File: config.mk
export PLATFORM = sky130hd
export DESIGN_NAME = rsew_edge_walker
export DESIGN_NICKNAME = d
export VERILOG_FILES = /design/src/rtl/rsew_pkg.sv /design/src/rtl/rsew_edge_walker.sv
export VERILOG_INCLUDE_DIRS = /design/src /design/src/rtl
export SDC_FILE = /design/constraint.sdc
export NUM_CORES = 2
export LEC_CHECK = 0
export BUFFER_PORTS_ARGS = -buffer_cell sky130_fd_sc_hd__buf_2
export CAP_MARGIN = 20
export CORE_ASPECT_RATIO = 1.25
export CORE_UTILIZATION = 55
export DETAILED_ROUTE_END_ITERATION = 7
export GPL_ROUTABILITY_DRIVEN = 0
export GPL_TIMING_DRIVEN = 0
export PLACE_DENSITY_LB_ADDON = 0.12
export SLEW_MARGIN = 20
export SYNTH_ARGS = -nofsm -noshare
export SYNTH_HDL_FRONTEND = slang
export SYNTH_SLANG_ARGS = --single-unit
File: constraint.sdc
create_clock -name ref_clk -period 37.2 [get_ports ref_clk]
set_input_delay 3.72 -clock ref_clk [delete_from_list [all_inputs] [get_ports ref_clk]]
set_output_delay 3.72 -clock ref_clk [all_outputs]
set_load 0.05 [all_outputs]
File: src/rtl/rsew_consts.svh
// Constants for the rasteriser edge walker: register offsets, field
// positions, reset values and timing counts.
// Assumes inclusion by bare name from the package and the design module.
// ============================================================
// Notes on behaviour
// - Sustain at least one fragment every two clock cycles.
// - Line: start copies start coordinate, then one diagonal step per pass.
// - Aliased trapezoid: counter holds scanlines; lead/trail X per scanline.
// - Equal integer lead/trail X: no fragment, passive lead-edge step.
// - Rightmost aliased fragment is never active; passive step may replace it.
// - Host reloads trail edge and count; continue resumes scanline loop.
// - Antialiased: four sub-scanlines per row, X stepped and count per sub.
// - Track extreme lead and trail X per fill direction while loading.
// - Antialiased fill visits lead to trail X inclusive, summing coverage.
// - Active across steps, last is lead-edge step; coverage follows each.
// - Zero coverage gives a passive step instead of an active fragment.
// - Knee inside a row defers filling until the new trail edge loads.
// - Flush message fills the pending partial row.
// - Y walker does start, step or hold each clock; outputs integer Y.
// - Walk direction follows the sign of each delta.
// - Y values are sign, fifteen integer and sixteen fraction bits.
// - X walker: start, step constant, step variable or hold each clock.
// - Lower half subtracts left, adds right, address up; upper reverses.
// - Point count is diameter in sub-steps; flag flips halfway.
// - Subtraction complements the extended table value before the adder.
// - Table is 32 nibbles, 1.3 format, four words, entry 0 in bits 3:0.
`ifndef RSEW_CONSTS_SVH
`define RSEW_CONSTS_SVH
// Register indices on the plain register port.
`define RSEW_ADDR_W 5
`define RSEW_REG_PTAB0 5'h00
`define RSEW_REG_PTAB3 5'h03
`define RSEW_REG_YSTART 5'h04
`define RSEW_REG_DY 5'h05
`define RSEW_REG_LSTART 5'h06
`define RSEW_REG_DL 5'h07
`define RSEW_REG_TSTART 5'h08
`define RSEW_REG_DT 5'h09
`define RSEW_REG_COUNT 5'h0a
`define RSEW_REG_STATUS 5'h0b
`define RSEW_REG_CMD 5'h0c
// Command codes written to the command register.
`define RSEW_CMD_LINE 3'h1
`define RSEW_CMD_TRAP 3'h2
`define RSEW_CMD_POINT 3'h3
`define RSEW_CMD_CONT 3'h4
`define RSEW_CMD_FLUSH 3'h5
// Command register fields: bits 2:0 code, bit 3 antialias enable.
`define RSEW_CMD_AA_BIT 3
// Fixed point layout.
`define RSEW_FRAC_W 16
`define RSEW_SUB_ROWS 3'h4
`define RSEW_FULL_COV 3'h4
`define RSEW_ZERO_32 32'h0000_0000
`endif

File: src/rtl/rsew_pkg.sv
// Types for the rasteriser edge walker.
// Assumes the constants header sits beside it in rtl/.
`include "rsew_consts.svh"
package rsew_pkg;
  typedef enum logic [2:0] {
    MSG_DIAG_ACTIVE, MSG_ACTIVE_ACROSS, MSG_PASSIVE_ACROSS,
    MSG_ACTIVE_LEAD, MSG_PASSIVE_LEAD, MSG_COVERAGE
  } rsew_msg_type;
  typedef struct packed {
    logic valid;
    rsew_msg_type kind;
    logic [15:0] x;
    logic [15:0] y;
    logic [4:0] cov;
  } rsew_out_type;
  typedef enum logic [3:0] {
    ST_IDLE, ST_LINE, ST_SPAN_SETUP, ST_SPAN_WALK, ST_AA_LOAD,
    ST_AA_FILL, ST_AA_COV, ST_POINT
  } rsew_state_type;
  typedef struct packed {
    logic [1:0] lo;
    logic [1:0] hi;
  } rsew_pair_type;
endpackage : rsew_pkg

File: src/rtl/rsew_edge_walker.sv
// Rasteriser edge walker: Y and X edge walkers, point offset table,
// aliased and antialiased span fill, and step/coverage message output.
// Assumes the downstream consumer accepts one message per clock and that
// the host loads start, delta and count before each command.
//
// Design decisions made here: the placing of the registers and strobed register access.
`timescale 1ns/100ps
`default_nettype none
`include "rsew_consts.svh"
module rsew_edge_walker #(
  parameter int SUBS = 4
) (
  input wire logic ref_clk, // Core clock.
  input wire logic rst, // Asynchronous reset, active high.
  input wire logic [4:0] reg_addr, // Register index.
  input wire logic [31:0] reg_wdata, // Write data.
  input wire logic reg_wr, // Write strobe.
  input wire logic reg_rd, // Read strobe.
  output logic [31:0] reg_rdata, // Read data, one cycle after strobe.
  output rsew_pkg::rsew_out_type msg_out, // Step and coverage messages.
  output logic busy // Walker is running a primitive.
);
  typedef struct packed {
    rsew_pkg::rsew_state_type st;
    logic [127:0] ptab;
    logic [31:0] y_start, dy, l_start, dl, t_start, dt;
    logic [31:0] y, xl, xt;
    logic [15:0] count;
    logic aa;
    logic point;
    logic [2:0] sub;
    logic [3:0][31:0] slead;
    logic [3:0][31:0] strail;
    logic [31:0] xcnt, xstop;
    logic rtl_dir;
    logic dir_known;
    logic [4:0] paddr;
    logic upper;
    logic [15:0] half;
    logic [4:0] cov;
    logic [31:0] rdata;
    logic busy;
    rsew_pkg::rsew_out_type out;
  } rsew_walk_state_type;
  rsew_walk_state_type s_r, s_nxt;

  // Integer pixel part of a 16.16 coordinate.
  function automatic logic [15:0] ipart(input logic [31:0] v);
    ipart = v[31:16];
  endfunction : ipart

  // Sub-pixel quarter position, 0..3, from the fraction.
  function automatic logic [2:0] quart(input logic [31:0] v);
    quart = {1'b0, v[15:14]};
  endfunction : quart

  // Coverage of pixel px by one sub-row, in quarters.
  function automatic logic [2:0] subcov(input logic [31:0] ld,
                                        input logic [31:0] tr,
                                        input logic rtl,
                                        input logic [15:0] px);
    logic [15:0] il;
    logic [15:0] it;
    logic [2:0] ql;
    logic [2:0] qt;
    il = ipart(ld);
    it = ipart(tr);
    ql = quart(ld);
    qt = quart(tr);
    subcov = 3'h0;
    if (!rtl) begin
      if ($signed(il) > $signed(px) || $signed(it) < $signed(px)) subcov = 3'h0;
      else if (il != px && it != px) subcov = `RSEW_FULL_COV;
      else if (il == px && it != px) subcov = `RSEW_FULL_COV - ql;
      else if (il != px) subcov = qt;
      else subcov = (qt > ql) ? qt - ql : ql - qt;
    end else begin
      if ($signed(il) < $signed(px) || $signed(it) > $signed(px)) subcov = 3'h0;
      else if (il != px && it != px) subcov = `RSEW_FULL_COV;
      else if (il == px && it != px) subcov = ql;
      else if (il != px) subcov = `RSEW_FULL_COV - qt;
      else subcov = (qt > ql) ? qt - ql : ql - qt;
    end
  endfunction : subcov

  // Point delta, zero extended from 1.3 to 16.16 and complemented on subtract.
  function automatic logic [31:0] pdelta(input logic [3:0] nib,
                                         input logic sub);
    logic [31:0] e;
    e = {15'h0000, nib, 13'h0000};
    pdelta = sub ? ~e + 32'h0000_0001 : e;
  endfunction : pdelta

  // Emit one output message.
  function automatic rsew_pkg::rsew_out_type msg(input rsew_pkg::rsew_msg_type k,
                                                 input logic [15:0] x,
                                                 input logic [15:0] y,
                                                 input logic [4:0] c);
    msg = '{valid: 1'b1, kind: k, x: x, y: y, cov: c};
  endfunction : msg

  logic [4:0] cov_sum;
  always_comb begin
    cov_sum = 5'h00;
    for (int i = 0; i < SUBS; i++) begin
      if (3'(i) < s_r.sub)
        cov_sum = cov_sum + {2'b00, subcov(s_r.slead[i], s_r.strail[i],
                                           s_r.rtl_dir, ipart(s_r.xcnt))};
    end
  end

  logic [3:0] nib;
  assign nib = s_r.ptab[{s_r.paddr, 2'b00} +: 4];

  always_comb begin
    s_nxt = s_r;
    s_nxt.out = '0;
    s_nxt.rdata = `RSEW_ZERO_32;
    // ============================================================
    // Register port.
    if (reg_rd) begin
      if (reg_addr <= `RSEW_REG_PTAB3)
        s_nxt.rdata = s_r.ptab[{reg_addr[1:0], 5'h00} +: 32];
      else if (reg_addr == `RSEW_REG_STATUS)
        s_nxt.rdata = {12'h000, s_r.count, 3'h0, (s_r.st != rsew_pkg::ST_IDLE)};
      else if (reg_addr == `RSEW_REG_COUNT)
        s_nxt.rdata = {16'h0000, s_r.count};
    end
    if (reg_wr) begin
      unique case (reg_addr)
        5'h00, 5'h01, 5'h02, `RSEW_REG_PTAB3:
          s_nxt.ptab[{reg_addr[1:0], 5'h00} +: 32] = reg_wdata;
        `RSEW_REG_YSTART: s_nxt.y_start = reg_wdata;
        `RSEW_REG_DY: s_nxt.dy = reg_wdata;
        `RSEW_REG_LSTART: s_nxt.l_start = reg_wdata;
        `RSEW_REG_DL: s_nxt.dl = reg_wdata;
        `RSEW_REG_TSTART: s_nxt.t_start = reg_wdata;
        `RSEW_REG_DT: s_nxt.dt = reg_wdata;
        `RSEW_REG_COUNT: s_nxt.count = reg_wdata[15:0];
        default: ;
      endcase
    end
    // ============================================================
    // Sequencer.
    unique case (s_r.st)
      rsew_pkg::ST_IDLE: begin
        if (reg_wr && reg_addr == `RSEW_REG_CMD) begin
          unique case (reg_wdata[2:0])
            `RSEW_CMD_LINE: begin
              s_nxt.y = s_r.y_start;
              s_nxt.xl = s_r.l_start;
              s_nxt.st = rsew_pkg::ST_LINE;
            end
            `RSEW_CMD_TRAP: begin
              // Continue and flush resume in the mode chosen here.
              s_nxt.aa = reg_wdata[`RSEW_CMD_AA_BIT];
              s_nxt.y = s_r.y_start;
              s_nxt.xl = s_r.l_start;
              s_nxt.xt = s_r.t_start;
              s_nxt.sub = 3'h0;
              s_nxt.st = reg_wdata[`RSEW_CMD_AA_BIT] ? rsew_pkg::ST_AA_LOAD
                                                      : rsew_pkg::ST_SPAN_SETUP;
            end
            `RSEW_CMD_CONT: begin
              s_nxt.xt = s_r.t_start;
              s_nxt.st = s_r.aa ? rsew_pkg::ST_AA_LOAD
                                : rsew_pkg::ST_SPAN_SETUP;
            end
            `RSEW_CMD_FLUSH: begin
              if (s_r.sub != 3'h0) begin
                s_nxt.xcnt = s_r.rtl_dir ? s_r.xcnt : s_r.xcnt;
                s_nxt.st = rsew_pkg::ST_AA_FILL;
              end
            end
            `RSEW_CMD_POINT: begin
              s_nxt.y = s_r.y_start;
              s_nxt.xl = s_r.l_start;
              s_nxt.xt = s_r.l_start;
              s_nxt.paddr = 5'h00;
              s_nxt.upper = 1'b0;
              s_nxt.half = {1'b0, s_r.count[15:1]};
              s_nxt.point = 1'b1;
              s_nxt.sub = 3'h0;
              s_nxt.st = rsew_pkg::ST_POINT;
            end
            default: ;
          endcase
        end
      end
      rsew_pkg::ST_LINE: begin
        if (s_r.count == 16'h0000) s_nxt.st = rsew_pkg::ST_IDLE;
        else begin
          s_nxt.out = msg(rsew_pkg::MSG_DIAG_ACTIVE, ipart(s_r.xl),
                          ipart(s_r.y), 5'h00);
          s_nxt.xl = s_r.xl + s_r.dl;
          s_nxt.y = s_r.y + s_r.dy;
          s_nxt.count = s_r.count - 16'h0001;
        end
      end
      rsew_pkg::ST_SPAN_SETUP: begin
        if (s_r.count == 16'h0000) s_nxt.st = rsew_pkg::ST_IDLE;
        else begin
          s_nxt.xcnt = s_r.xl;
          s_nxt.xstop = s_r.xt;
          s_nxt.rtl_dir = $signed(ipart(s_r.xl)) > $signed(ipart(s_r.xt));
          s_nxt.dir_known = 1'b0;
          s_nxt.st = rsew_pkg::ST_SPAN_WALK;
        end
      end
      rsew_pkg::ST_SPAN_WALK: begin
        // One message per clock meets the two-cycle fragment budget.
        if (ipart(s_r.xcnt) == ipart(s_r.xstop)) begin
          s_nxt.out = msg(s_r.rtl_dir && s_r.dir_known ?
                          rsew_pkg::MSG_ACTIVE_LEAD : rsew_pkg::MSG_PASSIVE_LEAD,
                          ipart(s_r.xcnt), ipart(s_r.y), 5'h00);
          s_nxt.y = s_r.y + s_r.dy;
          s_nxt.xl = s_r.xl + s_r.dl;
          s_nxt.xt = s_r.xt + s_r.dt;
          s_nxt.count = s_r.count - 16'h0001;
          s_nxt.st = rsew_pkg::ST_SPAN_SETUP;
        end else begin
          s_nxt.out = msg((s_r.rtl_dir && !s_r.dir_known) ?
                          rsew_pkg::MSG_PASSIVE_ACROSS : rsew_pkg::MSG_ACTIVE_ACROSS,
                          ipart(s_r.xcnt), ipart(s_r.y), 5'h00);
          s_nxt.dir_known = 1'b1;
          s_nxt.xcnt = s_r.rtl_dir ? s_r.xcnt - 32'h0001_0000
                                   : s_r.xcnt + 32'h0001_0000;
        end
      end
      rsew_pkg::ST_AA_LOAD: begin
        if (s_r.sub == `RSEW_SUB_ROWS) begin
          s_nxt.xcnt = s_r.xcnt;
          s_nxt.st = rsew_pkg::ST_AA_FILL;
        end else if (s_r.count == 16'h0000) begin
          s_nxt.st = rsew_pkg::ST_IDLE;
        end else begin
          s_nxt.slead[s_r.sub[1:0]] = s_r.xl;
          s_nxt.strail[s_r.sub[1:0]] = s_r.xt;
          if (s_r.sub == 3'h0 || !s_r.dir_known) begin
            s_nxt.xcnt = s_r.xl;
            s_nxt.xstop = s_r.xt;
            s_nxt.rtl_dir = $signed(s_r.xl) >= $signed(s_r.xt);
            s_nxt.dir_known = s_r.xl != s_r.xt;
          end else if (!s_r.rtl_dir) begin
            if ($signed(s_r.xl) < $signed(s_r.xcnt)) s_nxt.xcnt = s_r.xl;
            if ($signed(s_r.xt) > $signed(s_r.xstop)) s_nxt.xstop = s_r.xt;
          end else begin
            if ($signed(s_r.xl) > $signed(s_r.xcnt)) s_nxt.xcnt = s_r.xl;
            if ($signed(s_r.xt) < $signed(s_r.xstop)) s_nxt.xstop = s_r.xt;
          end
          s_nxt.xl = s_r.xl + s_r.dl;
          s_nxt.xt = s_r.xt + s_r.dt;
          s_nxt.count = s_r.count - 16'h0001;
          s_nxt.sub = s_r.sub + 3'h1;
        end
      end
      rsew_pkg::ST_AA_FILL: begin
        s_nxt.cov = cov_sum;
        if (cov_sum == 5'h00) begin
          if (ipart(s_r.xcnt) == ipart(s_r.xstop)) begin
            s_nxt.out = msg(rsew_pkg::MSG_PASSIVE_LEAD, ipart(s_r.xcnt),
                            ipart(s_r.y), 5'h00);
            s_nxt.y = s_r.y + s_r.dy;
            s_nxt.sub = 3'h0;
            s_nxt.st = rsew_pkg::ST_AA_LOAD;
          end else begin
            s_nxt.out = msg(rsew_pkg::MSG_PASSIVE_ACROSS, ipart(s_r.xcnt),
                            ipart(s_r.y), 5'h00);
            s_nxt.xcnt = s_r.rtl_dir ? s_r.xcnt - 32'h0001_0000
                                     : s_r.xcnt + 32'h0001_0000;
          end
        end else begin
          s_nxt.out = msg(ipart(s_r.xcnt) == ipart(s_r.xstop) ?
                          rsew_pkg::MSG_ACTIVE_LEAD : rsew_pkg::MSG_ACTIVE_ACROSS,
                          ipart(s_r.xcnt), ipart(s_r.y), 5'h00);
          s_nxt.st = rsew_pkg::ST_AA_COV;
        end
      end
      rsew_pkg::ST_AA_COV: begin
        s_nxt.out = msg(rsew_pkg::MSG_COVERAGE, ipart(s_r.xcnt),
                        ipart(s_r.y), s_r.cov);
        if (ipart(s_r.xcnt) == ipart(s_r.xstop)) begin
          s_nxt.y = s_r.y + s_r.dy;
          s_nxt.sub = 3'h0;
          s_nxt.st = rsew_pkg::ST_AA_LOAD;
        end else begin
          s_nxt.xcnt = s_r.rtl_dir ? s_r.xcnt - 32'h0001_0000
                                   : s_r.xcnt + 32'h0001_0000;
          s_nxt.st = rsew_pkg::ST_AA_FILL;
        end
      end
      rsew_pkg::ST_POINT: begin
        if (s_r.count == 16'h0000) begin
          s_nxt.point = 1'b0;
          s_nxt.st = rsew_pkg::ST_IDLE;
        end else begin
          // Step variable on both X walkers from the offset table.
          s_nxt.xl = s_r.xl + pdelta(nib, !s_r.upper);
          s_nxt.xt = s_r.xt + pdelta(nib, s_r.upper);
          s_nxt.out = msg(rsew_pkg::MSG_PASSIVE_LEAD, ipart(s_r.xl),
                          ipart(s_r.y), 5'h00);
          s_nxt.count = s_r.count - 16'h0001;
          if (s_r.count - 16'h0001 == s_r.half && !s_r.upper)
            s_nxt.upper = 1'b1;
          else
            s_nxt.paddr = s_r.upper ? s_r.paddr - 5'h01 : s_r.paddr + 5'h01;
          s_nxt.y = s_r.y + s_r.dy;
        end
      end
      default: s_nxt.st = rsew_pkg::ST_IDLE;
    endcase
    s_nxt.busy = s_nxt.st != rsew_pkg::ST_IDLE;
  end

  // ============================================================
  // State register.
  always_ff @(posedge ref_clk or posedge rst) begin
    if (rst) s_r <= '{st: rsew_pkg::ST_IDLE, default: '0};
    else s_r <= s_nxt;
  end

  assign reg_rdata = s_r.rdata;
  assign msg_out = s_r.out;
  assign busy = s_r.busy;
endmodule : rsew_edge_walker
`default_nettype wire

Word level (Yosys, flattened, before mapping) --
Cells that the tools add are included.
Storage, ports and cells: bits in registers 862, input port bits 41, output and inout port bits 74, word-level logic and storage cells 363
Operators by class: add/sub/neg operators 32, order comparisons 33, equality and inequality tests 60, shifts and indexed selects 4, mux-type cells 128, bitwise gates (word level) 3, reductions and logical operators 66
Operators by type and width (count):
- $mux 32 | 15
- $bwmux 128 | 3
- $mux 325 | 1
- $mux 259 | 1
- $mux 64 | 4
- $pmux 32 s4 | 2
- $mux 112 | 2
- $pmux 41 s5 | 1
- $pmux 32 s6 | 1
- $add 32x32->32 | 5
- $mux 80 | 2
- $pmux 32 s5 | 1
- $mux 3 | 51
- $gt 16x16->1 | 9
- $lt 16x16->1 | 8
- $ne 16x16->1 | 8
- $shift 32x9->128 const A | 1
- $shiftx 128x8->32 | 1
- $shiftx 128x8->4 | 1
- $shiftx 32x9->128 | 1
- $mux 41 | 3
- $mux 96 | 1
- $eq 16x16->1 | 5
- $mux 40 | 2
- other kinds (78) | 197

Logic depth before layout (Yosys ltp) --
depth in word-level cells 18, mapped depth 37, gate-level depth less buffers 35

Worst setup path before layout --
Ideal clock, no wire load.
kind flip-flop to flip-flop, start register s_r[152] in the netlist's numbering, end register s_r[537] in the netlist's numbering, setup time 68 ps, arrival time 7247 ps, required time 37132 ps, path slack 29885 ps, cell stages (with the launch flop) 33, path buffers 1, period minus slack after synthesis 7315 ps, cells stage by stage dfrtp_1 inv_1 ha_1 nor2b_1 o21a_1 o21a_1 o21a_1 o21a_1 o21a_1 o21a_1 o21ai_0 a31oi_1 a211o_1 a211o_1 a221o_1 fa_1 nor2_1 a21oi_1 fa_1 mux2i_1 ha_1 a21o_1 a21oi_1 xor2_1 xnor2_1 a22oi_1 nand2_1 a311oi_2 a31oi_1 or4_4 buf_6 or4b_1 nand3_1
On the way: longest elaborated chain between the ends 16, elaborated cells between the ends (all ways) 98, those cells by class 3 x add/sub; 16 x order compare; 15 x eq/ne; 46 x mux; 18 x reduce/logical
Ends and longest elaborated chain:
- start, declared | RTL line rsew_edge_walker.sv:45 | rsew_walk_state_type s_r, s_nxt;
- start signal, assigned | RTL line rsew_edge_walker.sv:319 | else s_r <= s_nxt;
- branches (longest 16 deep; another with $gt 16x16->1)
Parallel ways; which one is timed is not known. The select of a mux whose other input is x is not followed. A chain may end at the register's enable or synchronous reset.

==> out/results.txt <==
Antenna Nets Post-Route: 0
Distinct cells, synth: 85
Total negative setup slack: 0 ns
Max-slew violation count: 0
Total GRT Usage: 34.7%
Power density cells: 53.0 nW/um2
CP max stage delay: 0.80 ns
Post-CTS sizing: 0
Mapped Nets: 5116
Maximum root-to-sink buffer count: 3
Compound-Gate Fraction of Synth Area: 15.2%
DIE HEIGHT: 328 um
Synthesized area: 46700 um2
FP Rows: 119
Synthesized area per cell: 10.1 um2
Initial antenna violation count: 2
Crit end category: register
# port buffers: 97
Inserted Clock Buffers: 81
Hold Buf Count CTS: 0
Postcts setup bufs: 0
Starting Density: 55.5%
Reg-to-reg setup timing slack: 27.81 ns
Number of global-route vias before repair: 37184
# placed instances: 5845
Rel. slew slack: 16.6%
Outcome: finished, final reports clean
Startpoint types: register
Post-synthesis mux area share: 13.2%
Synthesis-to-finish area growth: 10.7%
Critical path's slowest cell: nor4_2
Yosys reg bits: 750
Worst EP arrival: 9.96 ns
Dpl hpwl: 113000 um
Max VDD drop: 0.0000409 V
Detailed Route WL: 149000 um
Peak Freq: 0.107 GHz
Post-synth ARST share: 100%
Setup-failing EPs final: 0
Max Cap Viol: 0
DRC violation count after routing: 0
Largest family of logic cells by synthesized area: compound AO/OA/AOI/OAI gates
Cell Count, Final, Fillers Out: 5995
XOR/XNOR share of the synthesized area: 3.15%
# clock sinks: 750
Minimum clock period: 9.39 ns
Overflow after GRT: 0
Chip width: 263 um
Setup Skew: 0.0330 ns
Slew @ Worst Pin: 1.25 ns
Share of layout cells above drive strength 1: 15.5%
Post-synthesis sequential area ratio: 40.2%
Ys Warns: 0
Clk root buf: clkbuf_16
Initial DRC count: 3211
Crit share post-route: 25.2%
CP Data Required Time: 37.78 ns
H-tree Lvls: 3
Unrepaired setup endpoints after global routing: false
WP buf/inv: 4
Die footprint: 86100 um2
Hold crit path type: register to register
Core outline area: 84100 um2
Ports: 115
CTS clock-pin slew for the worst setup and hold paths: 0.06 ns
Synthesized-area fraction occupied by adder cells: 11.9%
Largest net degree at the start of global routing: 103
Layout Nets: 5312
Drt first pass iters: 6
Synth Area in Simple Gates: 11.7%
P_leak: 24.5 nW
Drt via density: 6.23
Wirelength per Cell: 24.9 um
Final Hold Fails: 0
Crit path kind: register to register
Clock Latency Late Sink: 0.67 ns
CP max FO: 11
Synth Instances: 4644
Crit path max-delay family: simple AND/OR/NAND/NOR gates
Predominant post-synthesis flop cell: dfrtp_1
Routed vias: 37332
CTS tree: built
EDFF count, synth: 0
First-pass GRT wire length: 225000 um
power breakdown:
group          total [W]  switching (W)  internal [W]  leakage, nW
registers        0.00103       0.000121      0.000910         9.99
logic           0.000849       0.000490      0.000359         13.1
clock network   0.000857       0.000357      0.000500         1.37
kinds of logic (layout without fill, tap and decap cells):
kind of cell             Yosys count  in the layout
AO/OA/AOI/OAI                   1130           1130
buffers and inverters            502            762
other                              1              3
adder cells (fa/ha/maj)          433            433
AND/OR/NAND/NOR                 1175           1175
XOR/XNOR                         168            168
multiplexers                     485            485
flip-flops                       750            750
sequential cells by signal, summed over array words and instances, names as in the netlist:
name,flops
s_r,676
msg_out,41
reg_rdata,32
busy,1
cells in the mapped netlist (all sizes together), types with 30 or more instances:
| library cell | instances | area [um2] |
|---|---|---|
| a21o | 102 | 766 |
| nand2b | 37 | 231 |
| mux2i | 86 | 861 |
| nor3 | 49 | 245 |
| mux2 | 327 | 3680 |
| o22ai | 30 | 188 |
| clkbuf | 208 | 782 |
| ha | 413 | 5170 |
| nor2 | 178 | 668 |
| xor2 | 51 | 447 |
| mux4 | 72 | 1620 |
| o21ai | 381 | 1910 |
| a22oi | 65 | 488 |
| nand4 | 47 | 294 |
| o21a | 59 | 443 |
| xnor2 | 117 | 1020 |
| a21oi | 243 | 1220 |
| nand3 | 67 | 345 |
| nand2 | 555 | 2080 |
| inv | 190 | 713 |
| nor2b | 90 | 563 |
| buf | 102 | 667 |
| and3 | 42 | 263 |
| a31oi | 37 | 231 |
| dfrtp | 750 | 18800 |
tightest hold or removal path: cells and delay by family, from the launching register on:
kind	cells	cell delay [ns]
DFF	1	0.35
and+or+nand+nor	1	0.05
AOI/OAI and AO/OA	1	0.06
layer usage:
| metal | wire length (um) | up-vias | share of wire, % | track usage, % |
|---|---|---|---|---|
| met5 | 51 | - | 0.034 | 0 |
| met4 | 12500 | 4 | 8.4 | 25.7 |
| met3 | 9640 | 500 | 6.5 | 5.57 |
| met2 | 72400 | 1444 | 49 | 59.6 |
| met1 | 54600 | 18283 | 37 | 39.2 |
| li1 | - | 17101 | - | - |
stage by stage:
step	hold WS (ns)	utilization, %	instance area, um2	setup slack, ns	power (W)
3_5_place_dp	0.478	58.1	48900	28.00	0.00187
5_1_grt	0.514	61.4	51700	27.58	0.00288
4_1_cts	0.492	61.4	51700	27.97	0.00273
3_3_place_gp	0.471	57.7	48600	3.88	0.00185
6_report	0.488	61.4	51700	27.81	0.00274
2_1_floorplan	0.442	-	46700	12.43	0.00162
final timing paths:
| path | cells after the start | startpoint | to |
|---|---|---|---|
| setup / recovery | 30 | s_r[166]$_DFFE_PP0P_ | busy$_DFF_PP0_ |
| hold / removal | 2 | s_r[519]$_DFFE_PP0P_ | s_r[519]$_DFFE_PP0P_ |
| setup reg to reg | 30 | s_r[166]$_DFFE_PP0P_ | busy$_DFF_PP0_ |
| hold reg to reg | 2 | s_r[519]$_DFFE_PP0P_ | s_r[519]$_DFFE_PP0P_ |
| max in group asynchronous | 5 | rst | s_r[405]$_DFFE_PP0P_ |
| min in group asynchronous | 2 | rst | msg_out[5]$_DFF_PP0_ |
cell type report:
cell class / instances / area (um2)
plain buffers: 310 / 1450
repair buffers: 113 / 778
clock buffers: 110 / 2310
clock inverters: 37 / 465
fillers: 6991 / 32400
inverters: 192 / 728
well taps: 1089 / 1360
multi-input cells: 3392 / 25800
flip-flops and latches: 750 / 18800
diodes: 2 / 5.00
cells in the final DEF (no fill, tap or decap), types with 86 or more instances in the layout:
| cell | synthesis | routed |
|---|---|---|
| mux2i_1 | 86 | 86 |
| xnor2_1 | 117 | 117 |
| nor2_1 | 178 | 176 |
| buf_2 | 2 | 100 |
| a21o_1 | 102 | 102 |
| dfrtp_1 | 750 | 750 |
| nand2_1 | 555 | 555 |
| o21ai_0 | 380 | 380 |
| a21oi_1 | 243 | 241 |
| ha_1 | 413 | 413 |
| inv_1 | 190 | 189 |
| clkbuf_1 | 207 | 222 |
| nor2b_1 | 90 | 90 |
| mux2_2 | 327 | 327 |
Note: power is estimated with default switching activity, not from simulation.
